==> src/hdl/pswb_regs.svh <==
// Purpose: offsets, field positions, reset values and timing counts of the switch/buck config slice
// Assumes: byte-wide subaddressed register access from the serial interface
// Notes: definitions only
`ifndef PSWB_REGS_SVH
`define PSWB_REGS_SVH

`define PSWB_ADDR_LS_CFG 8'h15
`define PSWB_ADDR_BUCK_A 8'h16
`define PSWB_ADDR_BUCK_B 8'h17

`define PSWB_RST_LS_CFG 8'h00
`define PSWB_RST_BUCK 8'h99

`define PSWB_LS_CUT_LSB 3
`define PSWB_LS_DCHG_LSB 0
`define PSWB_LS_WMASK 8'h3F
`define PSWB_BUCK_WMASK 8'hBF
`define PSWB_BUCK_SKIP_BIT 7
`define PSWB_BUCK_RSVD_BIT 6
`define PSWB_VSEL_MSB 5

`define PSWB_VSEL_KNEE 6'h32
`define PSWB_MV_BASE 11'h352
`define PSWB_MV_KNEE 11'h546
`define PSWB_MV_FINE_STEP 11'h00A
`define PSWB_MV_COARSE_STEP 11'h019

`define PSWB_CLK_KHZ 25000
`define PSWB_BLANK_US 5000
`define PSWB_BLANK_CYCLES ((`PSWB_BLANK_US * `PSWB_CLK_KHZ) / 1000)

`endif

==> src/hdl/pswb_pkg.sv <==
// Purpose: shared types of the switch/buck config slice
// Assumes: constants live in pswb_regs.svh
// Notes: none
package pswb_pkg;
	typedef logic [7:0] pswb_byte_t;
	typedef logic [5:0] pswb_vsel_t;
	typedef logic [10:0] pswb_mv_t;
	typedef logic [2:0] pswb_sw_t;
	typedef enum logic [0:0] {
		PSWB_BLANK_IDLE = 1'b0,
		PSWB_BLANK_ACTIVE = 1'b1
	} pswb_blank_e;
endpackage : pswb_pkg

==> src/hdl/pswb_ls_if.sv <==
// Purpose: bundle between the config slice and one load switch controller
// Assumes: single clock domain
// Notes: none
`timescale 1ns/100ps
interface pswb_ls_if;
	logic sw_en;
	logic powerfail_cut;
	logic discharge_en;
	logic powerfail_out_n;
	logic sw_on;
	logic discharge_on;
	modport ctrl (input sw_en, input powerfail_cut, input discharge_en, input powerfail_out_n,
		output sw_on, output discharge_on);
	modport owner (output sw_en, output powerfail_cut, output discharge_en, output powerfail_out_n,
		input sw_on, input discharge_on);
endinterface : pswb_ls_if

==> src/hdl/pswb_ls_ctrl.sv <==
// Purpose: on/off and active discharge control of one load switch
// Assumes: powerfail_out_n synchronous to the clock
// Notes: outputs registered, one cycle after their cause
`timescale 1ns/100ps
module pswb_ls_ctrl (
	// clock and reset
	input wire logic clk,
	input wire logic rst,
	// switch bundle
	pswb_ls_if.ctrl ls
);
	import pswb_pkg::*;

	logic next_on;
	logic next_discharge;

	// comparator trip only matters when the cut bit is set
	assign next_on = ls.sw_en & ~(ls.powerfail_cut & ~ls.powerfail_out_n);
	assign next_discharge = ls.discharge_en & ~next_on;

	always_ff @(posedge clk) begin
		if (rst) begin
			ls.sw_on <= 1'b0;
			ls.discharge_on <= 1'b0;
		end else begin
			ls.sw_on <= next_on;
			ls.discharge_on <= next_discharge;
		end
	end
endmodule : pswb_ls_ctrl

==> src/hdl/pswb_blank_timer.sv <==
// Purpose: retriggerable supervisor blanking window
// Assumes: start is a one-cycle pulse
// Notes: a new start restarts the full window
`timescale 1ns/100ps
module pswb_blank_timer #(
	parameter int CYCLES = 125000
) (
	// clock and reset
	input wire logic clk,
	input wire logic rst,
	// control
	input wire logic start,
	output logic blank
);
	import pswb_pkg::*;

	localparam int CW = $clog2(CYCLES + 1);
	localparam logic [CW-1:0] LAST = CW'(CYCLES - 1);

	pswb_blank_e state;
	pswb_blank_e next_state;
	logic [CW-1:0] count;
	logic [CW-1:0] next_count;
	logic done;

	assign done = (count == LAST);

	always_comb begin
		next_state = state;
		next_count = count;
		case (state)
			PSWB_BLANK_IDLE: begin
				if (start) begin
					next_state = PSWB_BLANK_ACTIVE;
					next_count = '0;
				end
			end
			PSWB_BLANK_ACTIVE: begin
				if (start) begin
					next_count = '0;
				end else if (done) begin
					next_state = PSWB_BLANK_IDLE;
				end else begin
					next_count = count + CW'(1);
				end
			end
			default: begin
				next_state = PSWB_BLANK_IDLE;
				next_count = '0;
			end
		endcase
	end

	always_ff @(posedge clk) begin
		if (rst) begin
			state <= PSWB_BLANK_IDLE;
			count <= '0;
		end else begin
			state <= next_state;
			count <= next_count;
		end
	end

	assign blank = (state == PSWB_BLANK_ACTIVE);
endmodule : pswb_blank_timer

==> src/hdl/pswb_cfg_top.sv <==
// Purpose: load switch power-fail/discharge config and core buck mode/voltage registers
// Assumes: serial interface decodes subaddress and strobes; password logic gives REG_UNLOCKED
// Notes: voltage codes are staged and only reach the bucks on an apply pulse
//
// Behaviour
// - cut bit set: power fail turns switch off
// - cut bit clear: power fail ignored
// - discharge bit set: off switch is discharged
// - discharge bit clear: never discharge
// - switch config at 0x15, resets zero
// - writes need unlock, otherwise rejected
// - buck write blanks supervision for 5 ms
// - voltage applied only on go/go-disable
// - bit 7 selects pulse skip or PWM
// - buck A at 0x16, resets 0x99
// - buck B at 0x17, resets 0x99
// - six-bit code: 10 mV then 25 mV steps
`timescale 1ns/100ps
`include "pswb_regs.svh"
module pswb_cfg_top #(
	parameter int BLANK_CYCLES = `PSWB_BLANK_CYCLES
) (
	// clock and reset
	input wire logic SYS_CLK,
	input wire logic SYS_RST,
	// register access from the serial interface
	input wire pswb_pkg::pswb_byte_t REG_ADDR,
	input wire pswb_pkg::pswb_byte_t REG_WDATA,
	input wire logic REG_WR,
	input wire logic REG_RD,
	input wire logic REG_UNLOCKED,
	output pswb_pkg::pswb_byte_t REG_RDATA,
	output logic REG_WR_REJECT,
	// go bits of the apply register
	input wire logic VOLTAGE_APPLY_GO,
	input wire logic VOLTAGE_APPLY_DISABLE,
	// load switches
	input wire pswb_pkg::pswb_sw_t LS_EN,
	input wire logic POWERFAIL_OUT_N,
	output pswb_pkg::pswb_sw_t LS_ON,
	output pswb_pkg::pswb_sw_t LS_DISCHARGE,
	// core bucks
	output logic BUCK_A_PULSE_SKIP_EN,
	output pswb_pkg::pswb_vsel_t BUCK_A_VSEL,
	output pswb_pkg::pswb_mv_t BUCK_A_MV,
	output logic BUCK_B_PULSE_SKIP_EN,
	output pswb_pkg::pswb_vsel_t BUCK_B_VSEL,
	output pswb_pkg::pswb_mv_t BUCK_B_MV,
	// supervisor
	output logic SUPV_BLANK
);
	import pswb_pkg::*;

	pswb_byte_t ls_cfg;
	pswb_byte_t buck_a;
	pswb_byte_t buck_b;

	// piecewise code to millivolts
	function automatic pswb_mv_t vsel_to_mv(input pswb_vsel_t code);
		pswb_mv_t wide;
		wide = 11'(code);
		if (code <= `PSWB_VSEL_KNEE) begin
			vsel_to_mv = `PSWB_MV_BASE + wide * `PSWB_MV_FINE_STEP;
		end else begin
			vsel_to_mv = `PSWB_MV_KNEE + (wide - 11'(`PSWB_VSEL_KNEE)) * `PSWB_MV_COARSE_STEP;
		end
	endfunction : vsel_to_mv

	// address decode
	wire hit_ls = (REG_ADDR == `PSWB_ADDR_LS_CFG);
	wire hit_a = (REG_ADDR == `PSWB_ADDR_BUCK_A);
	wire hit_b = (REG_ADDR == `PSWB_ADDR_BUCK_B);
	wire hit_any = hit_ls | hit_a | hit_b;

	// writes without unlock leave every register untouched
	wire wr_ok = REG_WR & REG_UNLOCKED;
	wire wr_ls = wr_ok & hit_ls;
	wire wr_a = wr_ok & hit_a;
	wire wr_b = wr_ok & hit_b;
	wire wr_bad = REG_WR & hit_any & ~REG_UNLOCKED;
	wire apply = VOLTAGE_APPLY_GO | VOLTAGE_APPLY_DISABLE;

	// reserved positions never store a one
	wire [7:0] wdata_ls = REG_WDATA & `PSWB_LS_WMASK;
	wire [7:0] wdata_buck = REG_WDATA & `PSWB_BUCK_WMASK;

	wire [7:0] rd_mux = hit_ls ? ls_cfg :
		hit_a ? buck_a :
		hit_b ? buck_b : 8'h00;

	wire pswb_vsel_t stage_a = buck_a[`PSWB_VSEL_MSB:0];
	wire pswb_vsel_t stage_b = buck_b[`PSWB_VSEL_MSB:0];

	always_ff @(posedge SYS_CLK) begin
		if (SYS_RST) begin
			ls_cfg <= `PSWB_RST_LS_CFG;
		end else if (wr_ls) begin
			ls_cfg <= wdata_ls;
		end
	end

	always_ff @(posedge SYS_CLK) begin
		if (SYS_RST) begin
			buck_a <= `PSWB_RST_BUCK;
		end else if (wr_a) begin
			buck_a <= wdata_buck;
		end
	end

	always_ff @(posedge SYS_CLK) begin
		if (SYS_RST) begin
			buck_b <= `PSWB_RST_BUCK;
		end else if (wr_b) begin
			buck_b <= wdata_buck;
		end
	end

	always_ff @(posedge SYS_CLK) begin
		if (SYS_RST) begin
			REG_RDATA <= 8'h00;
			REG_WR_REJECT <= 1'b0;
		end else begin
			if (REG_RD) begin
				REG_RDATA <= rd_mux;
			end
			REG_WR_REJECT <= wr_bad;
		end
	end

	// mode follows the register; only the voltage waits for apply
	always_ff @(posedge SYS_CLK) begin
		if (SYS_RST) begin
			BUCK_A_PULSE_SKIP_EN <= 1'(`PSWB_RST_BUCK >> `PSWB_BUCK_SKIP_BIT);
			BUCK_B_PULSE_SKIP_EN <= 1'(`PSWB_RST_BUCK >> `PSWB_BUCK_SKIP_BIT);
		end else begin
			BUCK_A_PULSE_SKIP_EN <= buck_a[`PSWB_BUCK_SKIP_BIT];
			BUCK_B_PULSE_SKIP_EN <= buck_b[`PSWB_BUCK_SKIP_BIT];
		end
	end

	// apply pulse in the write cycle still sees the old staged code
	always_ff @(posedge SYS_CLK) begin
		if (SYS_RST) begin
			BUCK_A_VSEL <= 6'(`PSWB_RST_BUCK);
			BUCK_B_VSEL <= 6'(`PSWB_RST_BUCK);
			BUCK_A_MV <= vsel_to_mv(6'(`PSWB_RST_BUCK));
			BUCK_B_MV <= vsel_to_mv(6'(`PSWB_RST_BUCK));
		end else if (apply) begin
			BUCK_A_VSEL <= stage_a;
			BUCK_B_VSEL <= stage_b;
			BUCK_A_MV <= vsel_to_mv(stage_a);
			BUCK_B_MV <= vsel_to_mv(stage_b);
		end
	end

	// load switches
	pswb_ls_if ls_bus[3] ();

	for (genvar i = 0; i < 3; i++) begin : g_ls
		assign ls_bus[i].sw_en = LS_EN[i];
		assign ls_bus[i].powerfail_cut = ls_cfg[`PSWB_LS_CUT_LSB + i];
		assign ls_bus[i].discharge_en = ls_cfg[`PSWB_LS_DCHG_LSB + i];
		assign ls_bus[i].powerfail_out_n = POWERFAIL_OUT_N;
		assign LS_ON[i] = ls_bus[i].sw_on;
		assign LS_DISCHARGE[i] = ls_bus[i].discharge_on;
		pswb_ls_ctrl u_ls (
			.clk(SYS_CLK),
			.rst(SYS_RST),
			.ls(ls_bus[i])
		);
	end

	// both bucks share one supervisor window
	logic blank_start;
	always_ff @(posedge SYS_CLK) begin
		if (SYS_RST) begin
			blank_start <= 1'b0;
		end else begin
			blank_start <= wr_a | wr_b;
		end
	end

	pswb_blank_timer #(
		.CYCLES(BLANK_CYCLES)
	) u_blank (
		.clk(SYS_CLK),
		.rst(SYS_RST),
		.start(blank_start),
		.blank(SUPV_BLANK)
	);
endmodule : pswb_cfg_top

==> config.mk <==
export PLATFORM = sky130hd
export DESIGN_NAME = pswb_cfg_top
export DESIGN_NICKNAME = d
export VERILOG_FILES = /design/src/hdl/pswb_pkg.sv /design/src/hdl/pswb_ls_if.sv /design/src/hdl/pswb_ls_ctrl.sv /design/src/hdl/pswb_blank_timer.sv /design/src/hdl/pswb_cfg_top.sv
export VERILOG_INCLUDE_DIRS = /design/src /design/src/hdl
export SDC_FILE = /design/constraint.sdc
export NUM_CORES = 1
export LEC_CHECK = 0
export BUFFER_PORTS_ARGS = -buffer_cell sky130_fd_sc_hd__buf_4
export CORE_MARGIN = 1.5
export CORE_UTILIZATION = 60
export DETAILED_ROUTE_END_ITERATION = 12
export GPL_ROUTABILITY_DRIVEN = 0
export PLACE_DENSITY = 0.79
export SETUP_SLACK_MARGIN = 0.2
export SLEW_MARGIN = 20
export SYNTH_ARGS = -nofsm -noshare
export SYNTH_HDL_FRONTEND = slang
export SYNTH_HIERARCHICAL = 1
export SYNTH_SLANG_ARGS = --single-unit
export TNS_END_PERCENT = 30
==> constraint.sdc <==
create_clock -name SYS_CLK -period 8.2 [get_ports SYS_CLK]
set_input_delay 0.41 -clock SYS_CLK [delete_from_list [all_inputs] [get_ports SYS_CLK]]
set_output_delay 0.41 -clock SYS_CLK [all_outputs]
set_load 0.1 [all_outputs]
==> results.json, run 1 <==
{
  "skew_ns": 0.0106,
  "synth_cells": 695,
  "row_count": 36,
  "worst_setup_path_end_kind": "register",
  "vias": 5117,
  "routed_via_density": 5.77,
  "route.detailed.drc": 0,
  "routed-wl-met3_um": 839,
  "drtAntennaViolNets": 0,
  "diodes": 0,
  "htreeDepth": 3,
  "grt_max_degree": 62,
  "final_cell_mix": "dfxtp_1, buf_4, nor2_1, ha_1, nand2_1",
  "track_usage_pct": 27.7,
  "crit_slowest_cell": "dfxtp_1",
  "synthArstFlopShare_pct": 0,
  "cts.sinks": 89,
  "tightestPinTransition_ns": 0.819,
  "cts_max_path_buffers": 2,
  "critPathMaxFanout": 12,
  "cts.clk_slew.worst_paths_ns": 0.09,
  "crit_type": "reg2reg",
  "final-max-slew-violation-count": 0,
  "initial_core_util_pct": 61.2,
  "p_leak_nw": 2.93,
  "final.fill_count": 756,
  "critical_path.max_stage_delay_ns": 0.61,
  "setup_viol": 0,
  "detail_route.wirelength_um": 13900,
  "finalHoldViolations": 0,
  "num-nets-final": 855,
  "die-area_um2": 10500,
  "netSwitchingFraction_pct": 26.6,
  "clkLatencyLatePin_ns": 0.37,
  "yosysWarnings": 6,
  "status": "finished clean",
  "fp.dieW_um": 102,
  "syn_avg_cell_area_um2": 8.52,
  "coreArea_um2": 9680,
  "cpLargestDelayFamily": "adder cells",
  "power_density_nw_per_um2": 128,
  "path_cells": "inv_1 -> ha_1 -> xor2_1 -> ha_1 -> fa_1 -> ha_1 -> fa_1 -> ha_1 -> a21oi_1 -> nor2_1 -> a311oi_1 -> xnor2_1 -> a21oi_1 -> a211o_1",
  "final_common_cell": "dfxtp_1",
  "postCtsResizedCells": 0,
  "grt_pass1_vias": 4909,
  "routedWlPerCell_um": 15.7,
  "fin_crit_sh_pct": 56.0,
  "seq_area_frac_synth_pct": 30.1,
  "ys_dominant_reg_cell": "dfxtp_1",
  "die_h_um": 102,
  "p_int_uw": 634,
  "post_cts_buffers": 0,
  "pwr-share-clk_pct": 39.0,
  "worst_setup_path_start_kind": "register",
  "cpMostUsedCell": "ha_1",
  "synthToLayoutAreaGrowth_pct": 13.6,
  "pwr-share-comb_pct": 10.2,
  "grt_first_pass_wirelength_um": 23100,
  "critPathBufInv": 1,
  "first_pass_iters": 5,
  "synth_edf_count": 0,
  "root_buffer": "clkbuf_8",
  "hold_path_class": "in2reg",
  "netlist_area_um2": 5920,
  "pin_count": 79,
  "initialDrtViolationCount": 229,
  "timing.fmax_ghz": 0.218,
  "worstPathArrival_ns": 4.86,
  "power_frac_seq_pct": 50.8,
  "cap_violations": 0,
  "met2_length_um": 6580,
  "rsz0062_at_grt": "false",
  "ir_drop_v": 0.000103,
  "fin_tns_setup_ns": 0,
  "synth_fp_nets": 801,
  "m1WireLength_um": 6220,
  "gr-total-overflow": 0,
  "power_switching_uw": 230,
  "dpl.hpwl_um": 9930,
  "maxSlewHeadroom_pct": 45.3,
  "postCtsHoldBufs": 0,
  "finalCriticalPeriod_ns": 4.59,
  "whs_ns": 0.213,
  "io_buffers": 76,
  "drive_above_1_share_pct": 14.9,
  "top_layer_used": "met4",
  "antenna_found_initial": 0,
  "cts_buffers": 9,
  "synth_seq_cells": 89,
  "tritoncts": "yes",
  "design_power_total_uw": 863,
  "critPathRequiredTime_ns": 8.47,
  "yosysUniqueCellTypes": 66
}
path summary, 6_finish.rpt:
path,startpoint,endpoint,slack (ns),cells past startpoint
max,buck_a[1]$_SDFFE_PP0P_,BUCK_A_MV[10]$_SDFFE_PP1P_,3.61,14
min,LS_EN[2],g_ls[2].u_ls/ls.discharge_on$_SDFF_PP0_,0.21,2
max reg2reg,buck_a[1]$_SDFFE_PP0P_,BUCK_A_MV[10]$_SDFFE_PP1P_,3.61,14
min reg2reg,BUCK_A_MV[0]$_SDFFE_PP0P_,BUCK_A_MV[0]$_SDFFE_PP0P_,0.47,2
layout make-up:
cell class	count	area [µm²]	area share, %
Clock inverter	4	77.6	1.15
Multi-Input combinational cell	519	3790	56.4
Inverter	53	199	2.95
Clock buffer	12	135	2.01
Timing Repair Buffer	77	578	8.59
Tap cell	133	166	2.47
Sequential cell	89	1780	26.5
worst reg2reg max path: cells and delay by family (launching register included):
| kind | cells | cell delay [ns] |
|---|---|---|
| compound gates | 4 | 0.83 |
| xor+xnor | 2 | 0.60 |
| fa+ha+maj | 6 | 2.21 |
| buf+inv | 1 | 0.17 |
| flops | 1 | 0.61 |
| simple gates | 1 | 0.07 |
metal layers:
layer	vias to the layer above	global-route usage [%]
li1	2514	-
met1	2396	37.4
met2	183	45.9
met3	24	3.49
met4	0	9.59
met5	-	0
synthesized netlist by cell type (4+ instances only):
cell type / number / share of area (%)
mux2_2: 4 / 0.76
mux2i_1: 18 / 3.0
ha_1: 67 / 14
inv_1: 52 / 3.3
xnor2_1: 23 / 3.4
a21oi_1: 47 / 4.0
nand2b_1: 7 / 0.74
o211ai_1: 9 / 1.1
nor2_1: 78 / 4.9
buf_4: 7 / 0.89
a22oi_1: 6 / 0.76
o31ai_1: 4 / 0.51
a21o_1: 5 / 0.63
fa_1: 12 / 4.1
nand4_1: 6 / 0.63
nor3b_1: 5 / 0.63
nor4_1: 5 / 0.53
and3_1: 4 / 0.42
nand3_1: 21 / 1.8
a31oi_1: 7 / 0.74
xor2_1: 23 / 3.4
a211oi_1: 9 / 1.1
or4_1: 5 / 0.63
nand2_1: 64 / 4.1
and3b_1: 4 / 0.59
o21ai_0: 16 / 1.4
or2_2: 5 / 0.53
clkbuf_1: 22 / 1.4
dfxtp_1: 89 / 30
nor3_1: 16 / 1.4
power by group through the flow:
stage                     logic [mW]  registers, mW  clock network, mW
after floorplan               0.0374          0.474                  0
after detailed placement      0.0876          0.449                  0
after global placement        0.0863          0.449                  0
final                         0.0882          0.439              0.336
after global routing          0.0933          0.439              0.355
after CTS                     0.0880          0.439              0.341
state kept, by name (all words and copies together) (netlist names):
signal,count
BUCK_A_MV,11
BUCK_A_PULSE_SKIP_EN,1
BUCK_A_VSEL,6
BUCK_B_MV,11
BUCK_B_PULSE_SKIP_EN,1
BUCK_B_VSEL,6
REG_RDATA,7
REG_WR_REJECT,1
blank_start,1
buck_a,7
buck_b,7
g_ls.u_ls/ls.discharge_on,3
g_ls.u_ls/ls.sw_on,3
ls_cfg,6
u_blank/blank,1
u_blank/count,17
per-stage QoR:
stage          setup slack (ns)  cell area [µm²]  utilization (%)  cells
2_1_floorplan              4.00             5920                -    695
3_3_place_gp               3.80             6510             67.2    871
3_5_place_dp               3.64             6510             67.2    871
4_1_cts                    3.62             6720             69.4    887
5_1_grt                    3.32             6730             69.5    887
6_report                   3.61             6730             69.5    887
logic make-up after synthesis:
| kind of cell | synth area share (%) |
|---|---|
| other cells | 0.0633 |
| fa+ha+maj | 18.2 |
| flops | 30.1 |
| xor+xnor | 7.18 |
| compound gates | 14.1 |
| simple gates | 20.4 |
| mux | 3.80 |
| buf+inv | 6.15 |
(Power assumes the default switching activity.)
==> run 2, diff against run 1 <==
--- a/config.mk
+++ b/config.mk
@@ -6,12 +6,13 @@
 export SDC_FILE = /design/constraint.sdc
 export NUM_CORES = 1
 export LEC_CHECK = 0
+export ABC_AREA = 1
 export BUFFER_PORTS_ARGS = -buffer_cell sky130_fd_sc_hd__buf_4
 export CORE_MARGIN = 1.5
-export CORE_UTILIZATION = 60
+export CORE_UTILIZATION = 59
 export DETAILED_ROUTE_END_ITERATION = 12
 export GPL_ROUTABILITY_DRIVEN = 0
-export PLACE_DENSITY = 0.79
+export PLACE_DENSITY = 0.77
 export SETUP_SLACK_MARGIN = 0.2
 export SLEW_MARGIN = 20
 export SYNTH_ARGS = -nofsm -noshare
==> constraint.sdc (replaced) <==
create_clock -name SYS_CLK -period 4.6 [get_ports SYS_CLK]
set_input_delay 0.23 -clock SYS_CLK [delete_from_list [all_inputs] [get_ports SYS_CLK]]
set_output_delay 0.23 -clock SYS_CLK [all_outputs]
set_load 0.1 [all_outputs]
==> run 2 against run 1 <==
  * Via count grew 19%
  * Hold slack worse by 0.15 ns
  * Synthesized area increased by 9.5%
  * Power rose by 80%
  * Routed wire length grew 12%
  * Clock skew up 0.00050 ns
  * Synthesized cell count up 36%
  * Critical path type unchanged
  * Largest power group unchanged
==> results.json, run 2 <==
{
  "cts_buffers": 9,
  "netSwitchingFraction_pct": 32.4,
  "coreArea_um2": 10800,
  "power_density_nw_per_um2": 213,
  "drive_above_1_share_pct": 13.3,
  "ys_dominant_reg_cell": "dfxtp_1",
  "synth_simple_gate_area_share_pct": 28.3,
  "finalHoldViolations": 0,
  "final_common_cell": "nand2_1",
  "row_count": 38,
  "synth_mux_area_share_pct": 0,
  "seq_area_frac_synth_pct": 27.5,
  "yosysWarnings": 6,
  "ir_drop_v": 0.000199,
  "detail_route.wirelength_um": 15500,
  "grt_pass1_vias": 5589,
  "synth_fp_nets": 1051,
  "setup_viol": 0,
  "synthToLayoutAreaGrowth_pct": 12.4,
  "timing.fmax_ghz": 0.244,
  "synth_top_area_share_pct": 27.5,
  "cts.clk_slew.worst_paths_ns": 0.10,
  "tritoncts": "yes",
  "first_pass_iters": 6,
  "met2_usage_pct": 44.6,
  "critPathMaxFanout": 9,
  "drtAntennaViolNets": 0,
  "synthTopCellsByCount": "nand2_1, inv_1, dfxtp_1",
  "initialDrtViolationCount": 329,
  "cap_violations": 0,
  "netlist_area_um2": 6490,
  "worstPathArrival_ns": 4.40,
  "final-max-slew-violation-count": 0,
  "track_usage_pct": 27.6,
  "largest_register_ff_count": 17,
  "top_regs": "u_blank/count: 17 flops, BUCK_A_MV: 11 flops, BUCK_B_MV: 11 flops",
  "routedWlPerCell_um": 13.5,
  "pwr-share-clk_pct": 34.8,
  "p_leak_nw": 3.63,
  "crit_type": "reg2reg",
  "critPathRequiredTime_ns": 4.91,
  "dpl.hpwl_um": 11500,
  "synth_top_cells_by_area": "dfxtp_1, ha_1, nand2_1",
  "pin_count": 79,
  "synth_edf_count": 0,
  "synthArstFlopShare_pct": 0,
  "p_int_mw": 1.05,
  "gr-total-overflow": 0,
  "synth-compound-area-share_pct": 14.2,
  "clkLatencyLatePin_ns": 0.39,
  "synthAdderAreaFrac_pct": 16.6,
  "syn_avg_cell_area_um2": 6.87,
  "status": "finished clean",
  "fin_crit_sh_pct": 89.0,
  "root_buffer": "clkbuf_8",
  "initial_core_util_pct": 60.1,
  "route.detailed.drc": 0,
  "synth.most_common_cell": "nand2_1",
  "skew_ns": 0.0111,
  "power_switching_uw": 502,
  "die_h_um": 108,
  "routed_via_density": 5.28,
  "final_cell_mix": "nand2_1, inv_1, dfxtp_1, o21ai_0, buf_4",
  "vias": 6080,
  "rsz0062_at_grt": "false",
  "grt_first_pass_wirelength_um": 25500,
  "synth_cells": 945,
  "io_buffers": 76,
  "num-nets-final": 1113,
  "worst_setup_path_end_kind": "register",
  "grt.met1_usage_pct": 36.9,
  "worst_setup_path_start_kind": "register",
  "cts.sinks": 89,
  "yosysUniqueCellTypes": 41,
  "pwr-share-comb_pct": 14.2,
  "diodes": 0,
  "synth_seq_cells": 89,
  "power_frac_seq_pct": 51.0,
  "tightestPinTransition_ns": 0.858,
  "synth_top_family_by_area": "simple AND/OR/NAND/NOR gates",
  "grt_max_degree": 54,
  "hold_path_class": "in2reg",
  "antenna_found_initial": 0,
  "fin_tns_setup_ns": 0,
  "finalCriticalPeriod_ns": 4.09,
  "design_power_total_mw": 1.55,
  "maxSlewHeadroom_pct": 42.5,
  "die-area_um2": 11600,
  "synthXorXnorAreaFrac_pct": 2.28,
  "post_cts_buffers": 0,
  "largest-register": "u_blank/count",
  "grt_util_met3_pct": 5.51,
  "htreeDepth": 3,
  "gr-max-usage-layer": "met2",
  "cts_max_path_buffers": 2,
  "fp.dieW_um": 108,
  "synth_area_leader_cell": "dfxtp_1"
}
run 2: area by class of cell:
class | count | area, µm²
clock buffer | 9 | 124
clock inverter | 7 | 61.3
fill | 1001 | 3500
inverter | 142 | 533
multi-input combinational | 683 | 3990
sequential | 89 | 1780
tap | 140 | 175
timing repair buffer | 82 | 626
run 2: power groups by stage:
stage | sequential, mW | combinational (mW) | clock [mW]
after floorplan | 0.889 | 0.0795 | 0
after global placement | 0.808 | 0.214 | 0
after detailed placement | 0.808 | 0.216 | 0
after CTS | 0.791 | 0.219 | 0.551
after global routing | 0.793 | 0.234 | 0.583
final | 0.791 | 0.220 | 0.539
run 2: what timing repair did:
action	in CTS	in global routing
hold endpoints to repair	4	0
hold buffers	4	0
resized for setup	0	1
setup endpoints to repair	0	1
run 2: per-stage QoR:
stage	worst slack [ns]	util (%)	instances	hold WS, ns	area (µm²)
after global placement	0.586	65.5	1132	0.415	7070
after global routing	0.295	67.6	1152	0.0613	7290
after floorplan	0.912	-	945	0.296	6490
after detailed placement	0.507	65.5	1132	0.417	7070
after CTS	0.486	67.6	1152	0.0537	7290
final	0.506	67.6	1152	0.0679	7290
run 2: logic make-up after synthesis:
family | Yosys count
AOI/OAI and AO/OA | 173
xor gates and xnor gates | 16
adders and majority gates | 79
buffers and inverters | 173
DFF | 89
other | 1
and+or+nand+nor | 414
run 2: path summary, 6_finish.rpt:
check                                         end  slack, ns  cells after the start              startpoint
setup / recovery        BUCK_A_MV[9]$_SDFFE_PP0P_       0.51                     16  buck_a[1]$_SDFFE_PP0P_
hold / removal             buck_a[3]$_SDFFE_PP1P_       0.07                      3            REG_WDATA[3]
setup reg to reg        BUCK_A_MV[9]$_SDFFE_PP0P_       0.51                     16  buck_a[1]$_SDFFE_PP0P_
hold reg to reg   BUCK_A_PULSE_SKIP_EN$_SDFF_PP1_       0.45                      2  buck_a[7]$_SDFFE_PP1P_
run 2: worst max-delay path, stage by stage (launching register included):
cell and delay, ns:
dfxtp_1 0.55, inv_2 0.16, ha_1 0.30, xnor2_1 0.23
inv_1 0.12, ha_1 0.31, fa_1 0.40, ha_1 0.31
fa_1 0.48, ha_1 0.39, a21oi_1 0.15, and2_0 0.16
nand3b_1 0.09, nand3_1 0.13, nand4_1 0.11, nand2_1 0.09
inv_1 0.03
run 2: layer usage:
layer / wire, µm / vias up
li1: - / 3174
met1: 7390 / 2758
met2: 7110 / 134
met3: 815 / 14
met4: 186 / 0
met5: 0 / -
==> run 3, diff against run 2 <==
--- a/config.mk
+++ b/config.mk
@@ -6,7 +6,6 @@
 export SDC_FILE = /design/constraint.sdc
 export NUM_CORES = 1
 export LEC_CHECK = 0
-export ABC_AREA = 1
 export BUFFER_PORTS_ARGS = -buffer_cell sky130_fd_sc_hd__buf_4
 export CORE_MARGIN = 1.5
 export CORE_UTILIZATION = 59
==> run 3 against run 2 <==
  * Register-to-register slack barely moved
  * Clock skew rose by 0.0018 ns
  * Clock power fell by 7.4%
  * Fmax fell by 0.23%
  * Cell area fell by 7.5%
  * Sequential cell count did not move
  * Sequential power fell by 1%
  * Global-route usage fell by 0.21 points
  * Worst setup slack got worse by 0.0094 ns
  * Routed wire length fell by 11%
  * Critical path type unchanged
  * Critical endpoint is now BUCK_A_MV[10]$_SDFFE_PP1P_
==> results.json, run 3 (synthesis results as in run 1) <==
{
  "status": "finished clean",
  "grt_pass1_vias": 4814,
  "route.detailed.drc": 0,
  "stdcell_count": 892,
  "top_regs": "u_blank/count: 17 flops, BUCK_A_MV: 11 flops, BUCK_B_MV: 11 flops",
  "synthToLayoutAreaGrowth_pct": 13.8,
  "design_power_total_mw": 1.44,
  "worst_setup_path_end_kind": "register",
  "place_inst": 876,
  "rsz0062_at_grt": "false",
  "worst_setup_path_start_kind": "register",
  "pin_count": 79,
  "final.fill_count": 784,
  "finalHoldViolations": 0,
  "skew_ns": 0.0128,
  "finalCriticalPeriod_ns": 4.10,
  "first_pass_iters": 5,
  "io_buffers": 76,
  "final-max-slew-violation-count": 0,
  "worstPathArrival_ns": 4.37,
  "gr-total-overflow": 0,
  "rr_endpoint": "BUCK_A_MV[10]$_SDFFE_PP1P_",
  "hold_path_class": "in2reg",
  "num-nets-final": 860,
  "dpl.hpwl_um": 10300,
  "met2_length_um": 6320,
  "routed_via_density": 5.67,
  "maxSlewHeadroom_pct": 46.1,
  "final_cell_mix": "dfxtp_1, buf_4, nor2_1, ha_1, nand2_1",
  "ir_drop_v": 0.000130,
  "ff2ff_path_depth": 14,
  "drive_above_1_share_pct": 15.9,
  "p_leak_nw": 2.93,
  "final_common_cell": "dfxtp_1",
  "tritoncts": "yes",
  "regToRegSetupSlack_ns": 0.50,
  "row_count": 36,
  "stdcell_area_um2": 6740,
  "whs_ns": 0.0222,
  "rr_startpoint": "buck_a[1]$_SDFFE_PP0P_",
  "initial_core_util_pct": 60.6,
  "routed-wl-met3_um": 573,
  "tightestPinTransition_ns": 0.808,
  "cap_violations": 0,
  "setup_viol": 0,
  "timing.fmax_ghz": 0.244,
  "routedWlPerCell_um": 15.4,
  "die_h_um": 103,
  "largest-register": "u_blank/count",
  "dpl_cell_area_um2": 6550,
  "critPathMaxFanout": 11,
  "cts.clk_slew.worst_paths_ns": 0.10,
  "cts_max_path_buffers": 2,
  "seqCellArea_um2": 1780,
  "coreArea_um2": 9770,
  "multi_input_area_um2": 3810,
  "grt_max_degree": 62,
  "fin_tns_setup_ns": 0,
  "crit_start": "buck_a[1]$_SDFFE_PP0P_",
  "fp.dieW_um": 103,
  "largest_register_ff_count": 17,
  "top_layer_used": "met4",
  "root_buffer": "clkbuf_8",
  "power_density_nw_per_um2": 213,
  "critical_path.endpoint": "BUCK_A_MV[10]$_SDFFE_PP1P_",
  "vias": 5060,
  "cts_buffers": 9,
  "track_usage_pct": 27.4,
  "postCtsHoldBufs": 0,
  "htreeDepth": 3,
  "diodes": 0,
  "initialDrtViolationCount": 215,
  "cts.sinks": 89,
  "clkLatencyLatePin_ns": 0.38,
  "critPathRequiredTime_ns": 4.86,
  "antenna_found_initial": 0,
  "detail_route.wirelength_um": 13700,
  "m1WireLength_um": 6540,
  "fin_crit_sh_pct": 89.2,
  "crit_type": "reg2reg",
  "grt_first_pass_wirelength_um": 22800,
  "drtAntennaViolNets": 0,
  "die-area_um2": 10700
}
## run 3: metrics by stage
stage	utilization (%)	worst slack (ns)
global route	69.0	0.219
detailed placement	67.0	0.497
floorplan	-	0.403
global placement	67.0	0.594
CTS	68.8	0.461
finish	69.0	0.497
## run 3: area by class of cell
type	count	area share (%)
clock inverters	6	0.631
multi-input cells	519	56.5
repair buffers	82	9.13
inverters	53	2.95
well taps	133	2.47
flip-flops and latches	89	26.4
clock buffers	10	1.89
## run 3: worst min-delay path by stage
stage	startpoint	to	slack [ns]	cells after the start
after floorplan	REG_UNLOCKED	REG_WR_REJECT$_SDFF_PP0_	0.31	1
after global placement	LS_EN[0]	g_ls[0].u_ls/ls.discharge_on$_SDFF_PP0_	0.42	2
after detailed placement	LS_EN[0]	g_ls[0].u_ls/ls.discharge_on$_SDFF_PP0_	0.42	2
after CTS	LS_EN[0]	g_ls[0].u_ls/ls.discharge_on$_SDFF_PP0_	0.02	2
after global routing	LS_EN[1]	g_ls[1].u_ls/ls.discharge_on$_SDFF_PP0_	0.009	2
final	LS_EN[0]	g_ls[0].u_ls/ls.discharge_on$_SDFF_PP0_	0.02	2
## run 3: power by group
part | internal, mW | switching (mW)
clock network | 0.198 | 0.301
registers | 0.778 | 0.00407
logic | 0.0427 | 0.115
## run 3: repair_timing
item                       in CTS  in global routing
setup endpoints to repair       0                  1
buffers inserted                0                  0
resized for setup               0                  2
## run 3: worst max-delay path, cell delays in order, from the launching register on
cell	delay, ns
dfxtp_1	0.32
buf_4	0.18
nor3_1	0.31
xnor2_1	0.28
ha_1	0.33
fa_1	0.51
ha_1	0.24
fa_1	0.45
ha_1	0.37
a21oi_1	0.14
nor2_1	0.07
a311oi_2	0.25
xnor2_1	0.14
a21oi_1	0.09
a211o_1	0.29
## run 3: routing by layer
| layer | vias to the layer above | track usage, % |
|---|---|---|
| met1 | 2370 | 36.5 |
| met2 | 134 | 45.8 |
| met5 | - | 0 |
| met4 | 0 | 9.25 |
| li1 | 2531 | - |
| met3 | 25 | 3.90 |
